**src/hdl/tbl_pkg.sv**
```systemverilog
// package for the tile boot and security loader: register map, fields, timing
// assumes a 100 MHz system clock and a 24-bit register address space
package tbl_pkg;
    // ------------------------------------------------------------
    // register offsets
    // ------------------------------------------------------------
    localparam logic [23:0] TBL_PLL_CFG_OFF = 24'h00_0000;
    localparam logic [23:0] TBL_SECURITY_OFF = 24'h00_0004;
    localparam logic [23:0] TBL_STATUS_OFF = 24'h00_0008;
    localparam logic [23:0] TBL_OTP_ADDR_OFF = 24'h10_0200;
    localparam logic [23:0] TBL_OTP_DATA_OFF = 24'h20_0100;
    localparam logic [23:0] TBL_OTP_CTRL_OFF = 24'h10_0300;
    // ------------------------------------------------------------
    // clock multiplier fields and reset values
    // ------------------------------------------------------------
    localparam int TBL_PLL_R_LSB = 0;
    localparam int TBL_PLL_F_LSB = 8;
    localparam int TBL_PLL_POST_LSB = 24;
    localparam logic [2:0] TBL_PLL_POST_RST = 3'h1;
    localparam logic [11:0] TBL_PLL_F_RST = 12'h03f;
    localparam logic [5:0] TBL_PLL_R_RST = 6'h00;
    typedef struct packed {
        logic [2:0] output_divider;
        logic [11:0] feedback;
        logic [5:0] input_divider;
    } tbl_pll_cfg_type;
    // ------------------------------------------------------------
    // security register bit positions
    // ------------------------------------------------------------
    localparam int TBL_SEC_NO_DEBUG = 0;
    localparam int TBL_SEC_NO_LINK = 1;
    localparam int TBL_SEC_OTP_BOOT = 5;
    localparam int TBL_SEC_REDUNDANT = 7;
    localparam int TBL_SEC_SECTOR_LOCK_LSB = 8;
    localparam int TBL_SEC_MASTER_LOCK = 12;
    localparam int TBL_SEC_NO_DEBUG_OTP = 13;
    localparam int TBL_SEC_USER_LSB = 15;
    localparam int TBL_SEC_USERID_LSB = 22;
    // ------------------------------------------------------------
    // otp programming control bits and geometry
    // ------------------------------------------------------------
    localparam int TBL_CTRL_GO = 0;
    localparam int TBL_CTRL_TO_SEC = 1;
    localparam int TBL_OTP_SECTORS = 4;
    localparam int TBL_OTP_ROWS = 512;
    // ------------------------------------------------------------
    // boot image constants
    // ------------------------------------------------------------
    localparam logic [31:0] TBL_SKIP_CRC = 32'h0d15_ab1e;
    localparam logic [31:0] TBL_CRC_POLY = 32'hedb8_8320;
    localparam logic [31:0] TBL_CRC_INIT = 32'hffff_ffff;
    // ------------------------------------------------------------
    // timing: internal reset sequence before boot
    // ------------------------------------------------------------
    localparam int TBL_CLK_PERIOD_NS = 10;
    localparam int TBL_BOOT_DELAY_NS = 15000;
    localparam int TBL_BOOT_DELAY_CYC = (TBL_BOOT_DELAY_NS + TBL_CLK_PERIOD_NS - 1)
        / TBL_CLK_PERIOD_NS;
    typedef enum logic [2:0] {
        TBL_WAIT = 3'h0,
        TBL_SEC_LOAD = 3'h1,
        TBL_LEN = 3'h3,
        TBL_PROG = 3'h2,
        TBL_CHECK = 3'h6,
        TBL_RUN = 3'h7,
        TBL_FAIL = 3'h5
    } tbl_state_type;
endpackage : tbl_pkg

```
**src/hdl/tbl_boot_loader.sv**
```systemverilog
// tile boot and security loader: clock multiplier config, security load, image boot
// assumes on-chip flash byte stream and otp read port on the system clock
// What this block does
// - multiplier resets to divider 1, feedback 63, input 0
// - tile clock set by feedback, input, output dividers
// - software rewrites multiplier configuration after boot
// - pull-downs enabled on all pins during reset
// - boot begins 15 us after reset release
// - security bit 5 selects otp boot
// - image is length, program words, check word
// - magic check word skips crc verification
// - length and check word least byte first
// - program stored and started at ram zero
// - crc over length and program, reflected polynomial
// - otp holds four sectors of 512 rows
// - security register loaded from otp at power-up
// - otp contents copied to ram and run in place of flash
// - otp programmed through three dedicated ports
// - bits 0 and 1 block debug and link
// - bit 7 enables otp redundant rows
// - bits 8 to 11 lock otp sectors
// - bit 12 refuses all otp programming
// - bit 13 blocks debug access to otp
// - bits 15-21 user, 22-31 user id extension
`timescale 1ns/1ps
module tbl_boot_loader
#(
    parameter int RAM_AW = 16,
    parameter int OTP_AW = 11
)
(
    input wire logic sys_clk_in,
    input wire logic rst_b_in,
    input wire logic [23:0] reg_addr_in,
    input wire logic [31:0] reg_wdata_in,
    input wire logic reg_wr_in,
    input wire logic reg_rd_in,
    output logic [31:0] reg_rdata_out,
    output tbl_pkg::tbl_pll_cfg_type pll_cfg_out,
    output logic gpio_pull_down_out,
    input wire logic flash_valid_in,
    input wire logic [7:0] flash_byte_in,
    output logic flash_ready_out,
    output logic otp_rd_out,
    output logic otp_sec_sel_out,
    output logic [OTP_AW-1:0] otp_addr_out,
    input wire logic otp_rvalid_in,
    input wire logic [31:0] otp_rdata_in,
    output logic otp_prog_out,
    output logic otp_prog_sec_out,
    output logic [15:0] otp_prog_addr_out,
    output logic [31:0] otp_prog_data_out,
    output logic otp_redundant_en_out,
    input wire logic debug_otp_req_in,
    output logic debug_otp_grant_out,
    output logic debug_tile_en_out,
    output logic link_access_en_out,
    output logic [9:0] user_id_ext_out,
    output logic ram_we_out,
    output logic [RAM_AW-1:0] ram_addr_out,
    output logic [31:0] ram_wdata_out,
    output logic run_out,
    output logic [RAM_AW-1:0] run_addr_out,
    output logic boot_fail_out
);
    import tbl_pkg::*;

    if (OTP_AW < 11 || RAM_AW < 2 || RAM_AW > 30)
    begin : g_bad_width
        $error("tbl_boot_loader: address widths unsupported");
    end

    // ------------------------------------------------------------
    // crc helpers
    // ------------------------------------------------------------
    // one byte through the reflected crc
    function automatic logic [31:0] crc_byte(input logic [31:0] c, input logic [7:0] b);
        logic [31:0] r;
        r = c ^ {24'h00_0000, b};
        for (int i = 0; i < 8; i++)
        begin
            r = r[0] ? ((r >> 1) ^ TBL_CRC_POLY) : (r >> 1);
        end
        return r;
    endfunction : crc_byte

    // a word fed as four bytes, least significant first
    function automatic logic [31:0] crc_word(input logic [31:0] c, input logic [31:0] w);
        logic [31:0] r;
        r = c;
        for (int i = 0; i < 4; i++)
        begin
            r = crc_byte(r, w[8*i +: 8]);
        end
        return r;
    endfunction : crc_word

    // ------------------------------------------------------------
    // state
    // ------------------------------------------------------------
    tbl_state_type state_q;
    logic [11:0] delay_q;
    logic [31:0] sec_q;
    tbl_pll_cfg_type pll_q;
    logic [31:0] len_q;
    logic [31:0] remain_q;
    logic [31:0] crc_q;
    logic [RAM_AW-1:0] waddr_q;
    logic [OTP_AW-1:0] oaddr_q;
    logic otp_pend_q;
    logic [1:0] bcnt_q;
    logic [31:0] asm_q;
    logic word_v;
    logic [31:0] word_d;
    logic [15:0] prog_addr_q;
    logic [31:0] prog_data_q;
    logic prog_refused_q;
    logic crc_ok;
    logic loading;
    logic otp_src;
    logic wr_ctrl;
    logic prog_allowed;
    logic [1:0] prog_sector;

    assign loading = (state_q == TBL_LEN) || (state_q == TBL_PROG) || (state_q == TBL_CHECK);
    // boot source chosen by security bit
    assign otp_src = sec_q[TBL_SEC_OTP_BOOT];

    // ------------------------------------------------------------
    // boot sequencer
    // ------------------------------------------------------------
    // internal reset delay, security load and image parsing
    always_ff @(posedge sys_clk_in or negedge rst_b_in)
    begin
        if (!rst_b_in)
        begin
            state_q <= TBL_WAIT;
            delay_q <= 12'h000;
        end
        else
        begin
            unique case (state_q)
                TBL_WAIT:
                begin
                    if (delay_q == 12'(TBL_BOOT_DELAY_CYC - 1))
                        state_q <= TBL_SEC_LOAD;
                    else
                        delay_q <= delay_q + 12'h001;
                end
                TBL_SEC_LOAD:
                begin
                    if (otp_rvalid_in)
                        state_q <= TBL_LEN;
                end
                TBL_LEN:
                begin
                    if (word_v)
                        state_q <= (word_d == 32'h0000_0000) ? TBL_CHECK : TBL_PROG;
                end
                TBL_PROG:
                begin
                    if (word_v && remain_q == 32'h0000_0001)
                        state_q <= TBL_CHECK;
                end
                TBL_CHECK:
                begin
                    if (word_v)
                        state_q <= crc_ok ? TBL_RUN : TBL_FAIL;
                end
                TBL_RUN: state_q <= TBL_RUN;
                TBL_FAIL: state_q <= TBL_FAIL;
                default: state_q <= TBL_FAIL;
            endcase
        end
    end

    // crc over length and program bytes
    assign crc_ok = (word_d == TBL_SKIP_CRC) || (word_d == ~crc_q);

    // ------------------------------------------------------------
    // word sources
    // ------------------------------------------------------------
    // flash bytes assembled least significant first
    always_ff @(posedge sys_clk_in or negedge rst_b_in)
    begin
        if (!rst_b_in)
        begin
            bcnt_q <= 2'h0;
            asm_q <= 32'h0000_0000;
        end
        else if (flash_valid_in && flash_ready_out)
        begin
            asm_q <= {flash_byte_in, asm_q[31:8]};
            bcnt_q <= bcnt_q + 2'h1;
        end
    end

    assign flash_ready_out = loading && !otp_src;

    // otp words read in order from address zero
    always_ff @(posedge sys_clk_in or negedge rst_b_in)
    begin
        if (!rst_b_in)
        begin
            otp_pend_q <= 1'b0;
            oaddr_q <= '0;
        end
        else if (otp_rd_out)
            otp_pend_q <= 1'b1;
        else if (otp_rvalid_in)
        begin
            otp_pend_q <= 1'b0;
            if (loading)
                oaddr_q <= oaddr_q + OTP_AW'(1);
        end
    end

    // one security read after the delay
    assign otp_rd_out = !otp_pend_q && !otp_rvalid_in
        && ((state_q == TBL_SEC_LOAD) || (loading && otp_src));
    assign otp_sec_sel_out = (state_q == TBL_SEC_LOAD);
    assign otp_addr_out = otp_sec_sel_out ? '0 : oaddr_q;

    always_comb
    begin
        if (otp_src)
        begin
            word_v = loading && otp_rvalid_in;
            word_d = otp_rdata_in;
        end
        else
        begin
            word_v = loading && flash_valid_in && bcnt_q == 2'h3;
            word_d = {flash_byte_in, asm_q[31:8]};
        end
    end

    // ------------------------------------------------------------
    // image bookkeeping and ram writes
    // ------------------------------------------------------------
    always_ff @(posedge sys_clk_in or negedge rst_b_in)
    begin
        if (!rst_b_in)
        begin
            len_q <= 32'h0000_0000;
            remain_q <= 32'h0000_0000;
            crc_q <= TBL_CRC_INIT;
        end
        else if (word_v && state_q == TBL_LEN)
        begin
            len_q <= word_d;
            remain_q <= word_d;
            crc_q <= crc_word(TBL_CRC_INIT, word_d);
        end
        else if (word_v && state_q == TBL_PROG)
        begin
            remain_q <= remain_q - 32'h0000_0001;
            crc_q <= crc_word(crc_q, word_d);
        end
    end

    // program written from lowest ram address
    always_ff @(posedge sys_clk_in or negedge rst_b_in)
    begin
        if (!rst_b_in)
        begin
            waddr_q <= '0;
            ram_we_out <= 1'b0;
            ram_addr_out <= '0;
            ram_wdata_out <= 32'h0000_0000;
        end
        else
        begin
            ram_we_out <= word_v && state_q == TBL_PROG;
            if (word_v && state_q == TBL_PROG)
            begin
                ram_addr_out <= waddr_q;
                ram_wdata_out <= word_d;
                waddr_q <= waddr_q + RAM_AW'(1);
            end
        end
    end

    // execution starts at ram address zero
    always_ff @(posedge sys_clk_in or negedge rst_b_in)
    begin
        if (!rst_b_in)
        begin
            run_out <= 1'b0;
            boot_fail_out <= 1'b0;
        end
        else
        begin
            run_out <= state_q == TBL_CHECK && word_v && crc_ok;
            boot_fail_out <= state_q == TBL_FAIL || (state_q == TBL_CHECK && word_v && !crc_ok);
        end
    end
    assign run_addr_out = '0;

    // pull-downs held until the boot starts
    always_ff @(posedge sys_clk_in or negedge rst_b_in)
    begin
        if (!rst_b_in)
            gpio_pull_down_out <= 1'b1;
        else if (state_q != TBL_WAIT)
            gpio_pull_down_out <= 1'b0;
    end

    // ------------------------------------------------------------
    // security register
    // ------------------------------------------------------------
    // loaded once from otp, not changed by a granted security program
    always_ff @(posedge sys_clk_in or negedge rst_b_in)
    begin
        if (!rst_b_in)
            sec_q <= 32'h0000_0000;
        else if (state_q == TBL_SEC_LOAD && otp_rvalid_in)
            sec_q <= otp_rdata_in;
    end

    assign debug_tile_en_out = !sec_q[TBL_SEC_NO_DEBUG];
    assign link_access_en_out = !sec_q[TBL_SEC_NO_LINK];
    assign otp_redundant_en_out = sec_q[TBL_SEC_REDUNDANT];
    assign debug_otp_grant_out = debug_otp_req_in && !sec_q[TBL_SEC_NO_DEBUG_OTP];
    assign user_id_ext_out = sec_q[31:TBL_SEC_USERID_LSB];

    // ------------------------------------------------------------
    // clock multiplier configuration
    // ------------------------------------------------------------
    // reset ratio sixteen
    always_ff @(posedge sys_clk_in or negedge rst_b_in)
    begin
        if (!rst_b_in)
            pll_q <= '{TBL_PLL_POST_RST, TBL_PLL_F_RST, TBL_PLL_R_RST};
        else if (reg_wr_in && reg_addr_in == TBL_PLL_CFG_OFF)
        begin
            pll_q.output_divider <= reg_wdata_in[TBL_PLL_POST_LSB +: 3];
            pll_q.feedback <= reg_wdata_in[TBL_PLL_F_LSB +: 12];
            pll_q.input_divider <= reg_wdata_in[TBL_PLL_R_LSB +: 6];
        end
    end
    assign pll_cfg_out = pll_q;

    // ------------------------------------------------------------
    // otp programming ports
    // ------------------------------------------------------------
    // address and data ports
    always_ff @(posedge sys_clk_in or negedge rst_b_in)
    begin
        if (!rst_b_in)
        begin
            prog_addr_q <= 16'h0000;
            prog_data_q <= 32'h0000_0000;
        end
        else if (reg_wr_in)
        begin
            if (reg_addr_in == TBL_OTP_ADDR_OFF)
                prog_addr_q <= reg_wdata_in[15:0];
            if (reg_addr_in == TBL_OTP_DATA_OFF)
                prog_data_q <= reg_wdata_in;
        end
    end

    assign wr_ctrl = reg_wr_in && reg_addr_in == TBL_OTP_CTRL_OFF && reg_wdata_in[TBL_CTRL_GO];
    assign prog_sector = prog_addr_q[$clog2(TBL_OTP_ROWS) +: 2];
    assign prog_allowed = !sec_q[TBL_SEC_MASTER_LOCK] && (reg_wdata_in[TBL_CTRL_TO_SEC]
        || !sec_q[TBL_SEC_SECTOR_LOCK_LSB + 32'(prog_sector)]);

    // programming pulse or sticky refusal
    always_ff @(posedge sys_clk_in or negedge rst_b_in)
    begin
        if (!rst_b_in)
        begin
            otp_prog_out <= 1'b0;
            otp_prog_sec_out <= 1'b0;
            prog_refused_q <= 1'b0;
        end
        else
        begin
            otp_prog_out <= wr_ctrl && prog_allowed;
            otp_prog_sec_out <= wr_ctrl && prog_allowed && reg_wdata_in[TBL_CTRL_TO_SEC];
            if (wr_ctrl && !prog_allowed)
                prog_refused_q <= 1'b1;
            else if (reg_wr_in && reg_addr_in == TBL_STATUS_OFF && reg_wdata_in[0])
                prog_refused_q <= 1'b0;
        end
    end
    assign otp_prog_addr_out = prog_addr_q;
    assign otp_prog_data_out = prog_data_q;

    // ------------------------------------------------------------
    // register read port
    // ------------------------------------------------------------
    // security bits readable by software
    always_ff @(posedge sys_clk_in or negedge rst_b_in)
    begin
        if (!rst_b_in)
            reg_rdata_out <= 32'h0000_0000;
        else if (reg_rd_in)
        begin
            unique case (reg_addr_in)
                TBL_PLL_CFG_OFF: reg_rdata_out <= {5'h00, pll_q.output_divider, 4'h0,
                    pll_q.feedback, 2'h0, pll_q.input_divider};
                TBL_SECURITY_OFF: reg_rdata_out <= sec_q;
                TBL_STATUS_OFF: reg_rdata_out <= {25'h000_0000, state_q, run_out,
                    boot_fail_out, state_q == TBL_RUN, prog_refused_q};
                TBL_OTP_ADDR_OFF: reg_rdata_out <= {16'h0000, prog_addr_q};
                TBL_OTP_DATA_OFF: reg_rdata_out <= prog_data_q;
                default: reg_rdata_out <= 32'h0000_0000;
            endcase
        end
        else
            reg_rdata_out <= 32'h0000_0000;
    end

    // ------------------------------------------------------------
    // checks
    // ------------------------------------------------------------
    // reset values of the multiplier
    chk_pll_reset_ratio: assert property (@(posedge sys_clk_in)
        $rose(rst_b_in) |-> pll_cfg_out.feedback == 12'h03f
        && pll_cfg_out.output_divider == 3'h1 && pll_cfg_out.input_divider == 6'h00)
        else $error("multiplier reset ratio wrong");

    chk_pll_write_takes: assert property (@(posedge sys_clk_in) disable iff (!rst_b_in)
        reg_wr_in && reg_addr_in == TBL_PLL_CFG_OFF |=> pll_cfg_out.feedback
        == $past(reg_wdata_in[TBL_PLL_F_LSB +: 12]))
        else $error("multiplier write lost");

    // no boot activity before the delay ends
    chk_boot_delay: assert property (@(posedge sys_clk_in) disable iff (!rst_b_in)
        delay_q < 12'(TBL_BOOT_DELAY_CYC - 1) |-> !otp_rd_out && !flash_ready_out)
        else $error("boot started before reset delay");

    chk_pull_down_held: assert property (@(posedge sys_clk_in) disable iff (!rst_b_in)
        state_q == TBL_WAIT |-> gpio_pull_down_out)
        else $error("pull-downs released early");

    chk_boot_source: assert property (@(posedge sys_clk_in) disable iff (!rst_b_in)
        loading && sec_q[TBL_SEC_OTP_BOOT] |-> !flash_ready_out)
        else $error("flash read while otp boot selected");

    // failing check never starts the program
    chk_no_run_on_fail: assert property (@(posedge sys_clk_in) disable iff (!rst_b_in)
        state_q == TBL_CHECK && word_v && word_d != TBL_SKIP_CRC && word_d != ~crc_q
        |=> !run_out ##1 boot_fail_out)
        else $error("program started after crc mismatch");

    chk_master_lock: assert property (@(posedge sys_clk_in) disable iff (!rst_b_in)
        wr_ctrl && sec_q[TBL_SEC_MASTER_LOCK] |=> !otp_prog_out && prog_refused_q)
        else $error("programming allowed under master lock");

    chk_sector_lock: assert property (@(posedge sys_clk_in) disable iff (!rst_b_in)
        wr_ctrl && !reg_wdata_in[TBL_CTRL_TO_SEC]
        && sec_q[TBL_SEC_SECTOR_LOCK_LSB + 32'(prog_sector)] |=> !otp_prog_out)
        else $error("locked sector programmed");

    chk_debug_otp_block: assert property (@(posedge sys_clk_in) disable iff (!rst_b_in)
        sec_q[TBL_SEC_NO_DEBUG_OTP] |-> !debug_otp_grant_out)
        else $error("debug otp access granted while blocked");

    // first ram write lands at zero
    chk_ram_start_zero: assert property (@(posedge sys_clk_in) disable iff (!rst_b_in)
        state_q == TBL_PROG && word_v && remain_q == len_q |=> ram_we_out && ram_addr_out == '0)
        else $error("first program word not at address zero");
endmodule : tbl_boot_loader

```
**config.mk**
```make
export PLATFORM = sky130hd
export DESIGN_NAME = tbl_boot_loader
export DESIGN_NICKNAME = d
export VERILOG_FILES = /design/src/hdl/tbl_pkg.sv /design/src/hdl/tbl_boot_loader.sv
export SDC_FILE = /design/constraint.sdc
export NUM_CORES = 1
export LEC_CHECK = 0
export ABC_AREA = 1
export BUFFER_PORTS_ARGS = -buffer_cell sky130_fd_sc_hd__buf_2
export CAP_MARGIN = 20
export CORE_MARGIN = 3
export CORE_UTILIZATION = 61
export CTS_BUF_LIST = sky130_fd_sc_hd__clkbuf_8
export DETAILED_ROUTE_END_ITERATION = 12
export GPL_TIMING_DRIVEN = 0
export PLACE_DENSITY = 0.81
export SYNTH_ARGS = -nofsm -noshare
export SYNTH_HDL_FRONTEND = slang
export SYNTH_SLANG_ARGS = --single-unit
```
**constraint.sdc**
```tcl
create_clock -name sys_clk_in -period 4.9 [get_ports sys_clk_in]
set_clock_uncertainty 0.2 [all_clocks]
set_input_delay 0.735 -clock sys_clk_in [delete_from_list [all_inputs] [get_ports sys_clk_in]]
set_output_delay 0.735 -clock sys_clk_in [all_outputs]
set_load 0.03 [all_outputs]
```
Word-level counts from Yosys, hierarchy flattened
Index checks and enable logic that the tools add are counted.
- output and inout bits: 199
- logic and storage cells: 268
- register bits after elaboration: 329
- input bits: 103
- bitwise gates (word level): 75
- muxes and demuxes: 87
- equality and inequality tests: 21
- add/sub/neg operators: 6
- reductions and logical operators: 53
- $lt $le $gt $ge: 1
- operator list (kind ; number):
    2-to-1 mux 32 bit ; 70
    NOT 13 -> 14 bit ; 64
    bitwise XOR 32 x 8 -> 32 bit ; 7
    case mux 32 bit (5 select lines) ; 1
    equality test 24 x 21 -> 1 bit (second input constant) ; 2
    equality test 32 x 1 -> 1 bit (second input constant) ; 1
    equality test 32 x 28 -> 1 bit (second input constant) ; 1
    equality test 32 bit ; 1
    logical NOT 32 bit ; 1
    < comparator 32 x 6 -> 1 bit (second input constant) ; 1
    NOT 32 bit ; 1
    NOT 8 -> 32 bit ; 1
    subtractor 32 x 1 -> 32 bit (second input constant) ; 1
    logical AND 1 bit ; 25
    equality test 24 x 22 -> 1 bit (second input constant) ; 1
    equality test 24 x 3 -> 1 bit (second input constant) ; 1
    equality test 24 x 4 -> 1 bit (second input constant) ; 1
    logical NOT 24 bit ; 1
    2-to-1 mux 3 bit ; 6
    case mux 3 bit (6 select lines) ; 1
    adder 16 x 1 -> 16 bit (second input constant) ; 1
    adder 12 x 1 -> 12 bit (second input constant) ; 1
    equality test 12 x 11 -> 1 bit (second input constant) ; 1
    adder 11 x 1 -> 11 bit (second input constant) ; 1
    21 further kinds ; 51

Depth between registers and ports, before layout
- word-level depth: 71
- gate-level depth with buffers: 35

Worst setup path after synthesis
OpenSTA, ideal clock, no wires.
- path kind: input -> register
- from: in otp_rdata_in[1]
- to: reg crc_q[22]
- path buffers: 0
- setup time: 0.073 ns
- setup slack: 1.133 ns
- arrival: 3.494 ns
- stages on the path: 28
- cells stage by stage: inv_1 > nand2_1 > nand2_4 > ha_1 > inv_1 > nand2_1 > nand2_1 > nand2_1 > nand2_2 > xor2_4 > inv_1 > nand2_1 > nand2_1 > nand2_1 > nand2_2 > nand2_1 > nand2_1 > nand2_2 > nand2_4 > inv_2 > nand3_2 > nand2_2 > inv_2 > nand2_1 > nand2_1 > o21ai_1 > inv_1 > a21oi_1
- cells in the longest elaborated chain, start to end: 50
- elaborated cells between the ends (all ways): 127
- RTL lines (what ; RTL line ; source):
    start: declaration ; tbl_boot_loader.sv:48 ; input wire logic [31:0] otp_rdata_in,
    2-to-1 mux 32 bit (*) ; tbl_boot_loader.sv:226 ; if (otp_src)
    bitwise XOR 32 x 8 -> 32 bit ; tbl_boot_loader.sv:79 ; r = c ^ {24'h00_0000, b};
    2-to-1 mux 32 bit (2 in a row) ; tbl_boot_loader.sv:82 ; r = r[0] ? ((r >> 1) ^ TBL_CRC_POLY) : (r >> 1);
    NOT 13 -> 14 bit (no source line) ; -- ;
    2-to-1 mux 32 bit ; tbl_boot_loader.sv:82 ;
    2-to-1 mux 32 bit / NOT 13 -> 14 bit (equally long branches) (2 in a row) ; -- ;
    2-to-1 mux 32 bit ; tbl_boot_loader.sv:82 ;
    NOT 13 -> 14 bit (no source line) / 2-to-1 mux 32 bit (equally long branches) ; -- ;
    (+30 left out) ; -- ;
    NOT 13 -> 14 bit (no source line) / 2-to-1 mux 32 bit (equally long branches) ; -- ;
    2-to-1 mux 32 bit (2 in a row) ; tbl_boot_loader.sv:82 ;
    NOT 13 -> 14 bit (no source line) / 2-to-1 mux 32 bit (equally long branches) ; -- ;
    2-to-1 mux 32 bit ; tbl_boot_loader.sv:82 ;
    NOT 13 -> 14 bit (no source line) ; -- ;
    2-to-1 mux 32 bit (2 in a row) ; tbl_boot_loader.sv:82 ;
    2-to-1 mux 32 bit ; tbl_boot_loader.sv:255 ; else if (word_v && state_q == TBL_PROG)
    2-to-1 mux 32 bit (*) ; tbl_boot_loader.sv:249 ; else if (word_v && state_q == TBL_LEN)
    end signal: assignment ; tbl_boot_loader.sv:253 ; crc_q <= crc_word(TBL_CRC_INIT, word_d);
    end signal: assignment ; tbl_boot_loader.sv:258 ; crc_q <= crc_word(crc_q, word_d);
    end: declaration ; tbl_boot_loader.sv:107 ; logic [31:0] crc_q;
Mark *: on every way between the ends. The rest lies on a longest branch, timed or not. The select of a mux whose other input is x is not followed.
A chain may end at the register's enable or synchronous reset.

Worst setup path after layout
- from: reg sec_q[5]
- to: reg crc_q[3]
- cells in the longest elaborated chain, start to end: 52
- elaborated cells between the ends (all ways): 125
- RTL lines (what ; RTL line ; source):
    start: declaration ; tbl_boot_loader.sv:103 ; logic [31:0] sec_q;
    start signal: assignment ; tbl_boot_loader.sv:318 ; sec_q <= otp_rdata_in;
    2-to-1 mux 32 bit ; tbl_boot_loader.sv:226 ;
    bitwise XOR 32 x 8 -> 32 bit ; tbl_boot_loader.sv:79 ;
    2-to-1 mux 32 bit (4 in a row) ; tbl_boot_loader.sv:82 ;
    NOT 13 -> 14 bit (no source line) ; -- ;
    2-to-1 mux 32 bit ; tbl_boot_loader.sv:82 ;
    NOT 13 -> 14 bit (no source line) ; -- ;
    2-to-1 mux 32 bit (2 in a row) ; tbl_boot_loader.sv:82 ;
    NOT 13 -> 14 bit (no source line) ; -- ;
    (+28 left out) ; -- ;
    NOT 13 -> 14 bit (no source line) ; -- ;
    2-to-1 mux 32 bit ; tbl_boot_loader.sv:82 ;
    NOT 13 -> 14 bit (no source line) ; -- ;
    2-to-1 mux 32 bit (3 in a row) ; tbl_boot_loader.sv:82 ;
    NOT 13 -> 14 bit (no source line) ; -- ;
    2-to-1 mux 32 bit (3 in a row) ; tbl_boot_loader.sv:82 ;
    2-to-1 mux 32 bit ; tbl_boot_loader.sv:255 ;
    2-to-1 mux 32 bit ; tbl_boot_loader.sv:249 ;
Several ways; a longest one is shown, not always the timed one. The select of a mux whose other input is x is not followed.

==> results.txt <==
----------------------------------------------------
[Logic synthesis]
  Area fraction of the dominant cell type after synthesis ... 28.8%
  EDFF count, synth ... 0
  Gate count after technology mapping ... 3498
  Synth unique cells ... 66
  Proportion of synthesized flip-flops having asynchronous set or reset ... 100%
  Register bit total from synthesis ... 321
  Post-synthesis instance area ... 24400 um2
  Post-synthesis area per instance ... 6.97 um2
  Part of the Yosys area used for sequential elements ... 33.1%
  Yosys warning total ... 0
  Area leader, netlist ... sky130_fd_sc_hd__dfrtp_1
  Cell types with the largest area share after synthesis ... sky130_fd_sc_hd__dfrtp_1 (29%), sky130_fd_sc_hd__nand2_1 (20%), sky130_fd_sc_hd__xor2_1 (7.2%)
  Main synth FF type ... sky130_fd_sc_hd__dfrtp_1

[Routing]
  Post-detailed-routing wire length ... 89.5 mm
  Detailed-route via count ... 25600
  Routed wire length per instance ... 20.2 um
  DRT iter0 DRCs ... 2731
  Number of search-and-repair iterations in the first detailed-routing pass ... 6
  Number of remaining DRC errors ... 0
  Number of routed nets with antenna violations ... 0
  Vias per std cell ... 5.78

[Placement]
  Half-perimeter wire length of the detailed placement result ... 70.0 mm
  Post-Place Cells ... 4320
  Weighted congestion at the end of routability-driven global placement ... 1.06
  Port Buffer Count ... 285

[Status]
  Run status ... completed

[Floorplan]
  Die X-Extent ... 206 um
  Die Y-Extent ... 206 um
  Initial Util ... 62.4%
  Overall die area ... 42400 um2
  Area of the core region ... 39100 um2
  Number of primary I/O pins ... 302
  Placement Rows ... 72

[Critical path]
  Kind of start point of the critical path ... flop
  Endpoint arrival time on the critical path ... 5.20 ns
  Critical Path Sink Type ... flop
  Critical Setup Path Class ... flop to flop
  Worst endpoint required time ... 5.29 ns
  CP Max Fanout ... 10

[GRT]
  GR Util All Layers ... 41.2%
  Global-route wire length before repair ... 133 mm
  Met3 track demand over resource ... 8.62%
  Congestion Overflow GR ... 0
  Met2 demand-to-capacity share in global routing ... 65.4%
  Number of global-route vias before repair ... 23200
  Gr busiest metal ... met2
  Initial antenna violation count ... 12
  Maximum number of pins on one net before global-route repair ... 120
  GR Util met1 ... 52.6%

[Worst hold path]
  Kind of path behind the tightest hold check ... input port to flop

[Cells and area]
  Share of layout cells above drive strength 1 ... 19.5%
  Synthesis-to-layout area growth ... 13.5%
  Number of nets in the layout ... 3976
  Count of non-filler cells in the finished layout ... 4423

[Clocking]
  Worst-Skew Late Latency ... 0.67 ns
  Count of buffers added by post-CTS timing repair for setup ... 0
  Number of buffers on the longest clock path ... 3
  Clock transition time at the flip-flop clock pins of the worst setup and hold paths ... 0.07 ns
  H-tree depth reported by CTS ... 2
  Clk Tree Root Cell ... sky130_fd_sc_hd__clkbuf_8
  CTS tree ... yes
  Clock buffer count from CTS ... 53
  Total clock sinks ... 321

[STA]
  Worst slew pin tran ... 1.21 ns
  Total of endpoints with negative setup slack in the final report ... 0
  Period utilisation layout ... 98.2%
  Final count of hold timing violations ... 0
  Minimum clock period ... 4.81 ns
  Unrepaired setup endpoints after global routing ... no
  Worst slew margin relative to its limit ... 18.7%
  Final Max Tran Viols ... 0
  Minimum hold slack ... 0.112 ns
  Maximum operating frequency ... 0.208 GHz

[Flow run]
  Maximum capacitance violations ... 0

----------------------------------------------------
[final timing paths]
check	startpoint	to	slack [ns]	cells past startpoint
worst min-delay path	reg_wdata_in[20]	otp_prog_data_out[20]$_DFFE_PN0P_	0.11	2
worst min register to register	waddr_q[5]$_DFFE_PN0P_	waddr_q[5]$_DFFE_PN0P_	0.27	1
worst max-delay path	sec_q[5]$_DFFE_PN0P_	crc_q[3]$_DFFE_PN1P_	0.09	16
worst max register to register	sec_q[5]$_DFFE_PN0P_	crc_q[3]$_DFFE_PN1P_	0.09	16
max in group asynchronous	rst_b_in	reg_rdata_out[16]$_DFF_PN0_	2.48	4
min in group asynchronous	rst_b_in	waddr_q[8]$_DFFE_PN0P_	0.54	2
[repair_timing]
item,in CTS,in global routing
hold endpoints to repair,77,0
hold buffers,1,0
resized for setup,0,3
setup endpoints to repair,0,5
[per-layer routing]
layer	wire, um	vias to the layer above
met5	28	-
met4	5820	4
met3	9710	322
met2	40100	1436
met1	33800	12000
li1	-	11900
[cells in the final DEF, fill, tap and decap left out, types with 8 or more instances in the layout]
| cell type | netlist | routed |
|---|---|---|
| sky130_fd_sc_hd__o21ai_0 | 201 | 201 |
| sky130_fd_sc_hd__nand3_1 | 326 | 326 |
| sky130_fd_sc_hd__inv_1 | 316 | 338 |
| sky130_fd_sc_hd__dfstp_2 | 40 | 40 |
| sky130_fd_sc_hd__conb_1 | 1 | 16 |
| sky130_fd_sc_hd__inv_2 | 31 | 32 |
| sky130_fd_sc_hd__o21ai_2 | 9 | 12 |
| sky130_fd_sc_hd__nand4_1 | 20 | 20 |
| sky130_fd_sc_hd__a41oi_1 | 8 | 8 |
| sky130_fd_sc_hd__buf_4 | 30 | 32 |
| sky130_fd_sc_hd__buf_2 | 6 | 291 |
| sky130_fd_sc_hd__nand3_2 | 15 | 15 |
| sky130_fd_sc_hd__nand2_1 | 1272 | 1272 |
| sky130_fd_sc_hd__o221ai_1 | 12 | 12 |
| sky130_fd_sc_hd__o21ai_1 | 18 | 15 |
| sky130_fd_sc_hd__nor2_1 | 129 | 128 |
| sky130_fd_sc_hd__nand2_4 | 46 | 46 |
| sky130_fd_sc_hd__diode_2 | 0 | 11 |
| sky130_fd_sc_hd__xor2_1 | 201 | 201 |
| sky130_fd_sc_hd__nor3_1 | 24 | 24 |
| sky130_fd_sc_hd__a31oi_1 | 18 | 18 |
| sky130_fd_sc_hd__nand2_2 | 136 | 136 |
| sky130_fd_sc_hd__or2_2 | 9 | 9 |
| sky130_fd_sc_hd__mux2_2 | 17 | 17 |
| sky130_fd_sc_hd__ha_1 | 14 | 14 |
| sky130_fd_sc_hd__nor4_1 | 18 | 18 |
| sky130_fd_sc_hd__xnor2_1 | 60 | 59 |
| sky130_fd_sc_hd__dfrtp_1 | 281 | 281 |
| sky130_fd_sc_hd__clkbuf_8 | 0 | 58 |
| sky130_fd_sc_hd__buf_6 | 12 | 12 |
| sky130_fd_sc_hd__o211ai_1 | 8 | 8 |
| sky130_fd_sc_hd__clkbuf_1 | 58 | 58 |
| sky130_fd_sc_hd__a21oi_1 | 58 | 58 |
| sky130_fd_sc_hd__xor2_2 | 10 | 10 |
[cell type report]
type                       count  area [um2]
multi-input combinational   2726       14400
fill                        3451       11400
sequential                   321        8080
timing repair buffer         291        1520
inverter                     352        1340
clock buffer                  58         798
buffer                       114         693
tap                          518         648
clock inverter                32         211
antenna                       11        27.5
[worst max-delay path, stage by stage, from the launching register on]
cell	delay, ns
sky130_fd_sc_hd__dfrtp_1	0.37
sky130_fd_sc_hd__buf_6	0.16
sky130_fd_sc_hd__buf_12	0.15
sky130_fd_sc_hd__buf_12	0.15
sky130_fd_sc_hd__buf_6	0.15
sky130_fd_sc_hd__buf_6	0.15
sky130_fd_sc_hd__buf_2	0.22
sky130_fd_sc_hd__nor2_1	0.36
sky130_fd_sc_hd__nand2_1	0.31
sky130_fd_sc_hd__o22ai_2	0.28
sky130_fd_sc_hd__inv_1	0.18
sky130_fd_sc_hd__nor2_1	0.73
sky130_fd_sc_hd__inv_2	0.30
sky130_fd_sc_hd__clkbuf_1	0.44
sky130_fd_sc_hd__a21oi_1	0.22
sky130_fd_sc_hd__o21ai_0	0.20
sky130_fd_sc_hd__nand3_1	0.14
[synthesized netlist by cell type, types with 5 or more instances]
master and count:
sky130_fd_sc_hd__a21oi_1 58, sky130_fd_sc_hd__o211ai_1 8, sky130_fd_sc_hd__nand3b_1 6, sky130_fd_sc_hd__a22oi_1 5, sky130_fd_sc_hd__nand2_1 1272, sky130_fd_sc_hd__o2111ai_1 6
sky130_fd_sc_hd__nor4_1 18, sky130_fd_sc_hd__clkbuf_1 58, sky130_fd_sc_hd__o21ai_0 201, sky130_fd_sc_hd__dfstp_2 40, sky130_fd_sc_hd__o22ai_1 5, sky130_fd_sc_hd__nand4_1 20
sky130_fd_sc_hd__o21ai_1 18, sky130_fd_sc_hd__mux2_2 17, sky130_fd_sc_hd__nand3_2 15, sky130_fd_sc_hd__a31oi_1 18, sky130_fd_sc_hd__nand3_1 326, sky130_fd_sc_hd__nand2_4 46
sky130_fd_sc_hd__inv_1 316, sky130_fd_sc_hd__xor2_1 201, sky130_fd_sc_hd__xnor2_1 60, sky130_fd_sc_hd__xor2_4 5, sky130_fd_sc_hd__a221oi_1 6, sky130_fd_sc_hd__o221ai_1 12
sky130_fd_sc_hd__buf_2 6, sky130_fd_sc_hd__a21oi_2 5, sky130_fd_sc_hd__xor2_2 10, sky130_fd_sc_hd__a41oi_1 8, sky130_fd_sc_hd__buf_6 12, sky130_fd_sc_hd__dfrtp_1 281
sky130_fd_sc_hd__nor2_1 129, sky130_fd_sc_hd__nand2_2 136, sky130_fd_sc_hd__inv_2 31, sky130_fd_sc_hd__o21ai_4 5, sky130_fd_sc_hd__buf_4 30, sky130_fd_sc_hd__or2_2 9
sky130_fd_sc_hd__o21ai_2 9, sky130_fd_sc_hd__ha_1 14, sky130_fd_sc_hd__nor3_1 24
[flip-flops by register name (all words and copies together), names as in the netlist, 2 cells and up]
| name | count |
|---|---|
| crc_q | 32 |
| otp_prog_data_out | 32 |
| ram_wdata_out | 32 |
| reg_rdata_out | 32 |
| remain_q | 32 |
| sec_q | 32 |
| asm_q | 24 |
| pll_cfg_out | 21 |
| otp_prog_addr_out | 16 |
| ram_addr_out | 16 |
| waddr_q | 16 |
| delay_q | 12 |
| oaddr_q | 11 |
| state_q | 3 |
| bcnt_q | 2 |
[stage by stage]
stage / cell area, um2 / utilization (%) / worst slack, ns / setup TNS (ns)
2_1_floorplan: 24400 / - / 1.13 / 0
3_3_place_gp: 26500 / 67.8 / -3.13 / -909.58
3_5_place_dp: 26600 / 68.1 / 0.145 / 0
4_1_cts: 27600 / 70.7 / 0.317 / 0
5_1_grt: 27700 / 70.8 / 0.0257 / 0
6_report: 27700 / 70.8 / 0.0905 / 0
[cell families (layout without fill, tap and decap cells)]
kind of cell,after synthesis,in the layout,synth area share [%]
muxes,17,17,0.785
AOI/OAI and AO/OA,376,376,9.12
xor gates and xnor gates,278,278,10.7
DFF,321,321,33.1
adders and majority gates,14,14,0.718
other,1,27,0.0154
buffers and inverters,466,847,8.32
and+or+nand+nor,2025,2025,37.2
Power is left out: the tool's default activity adds up to more than one toggle a clock period on the data nets, which glitch-free logic cannot reach.
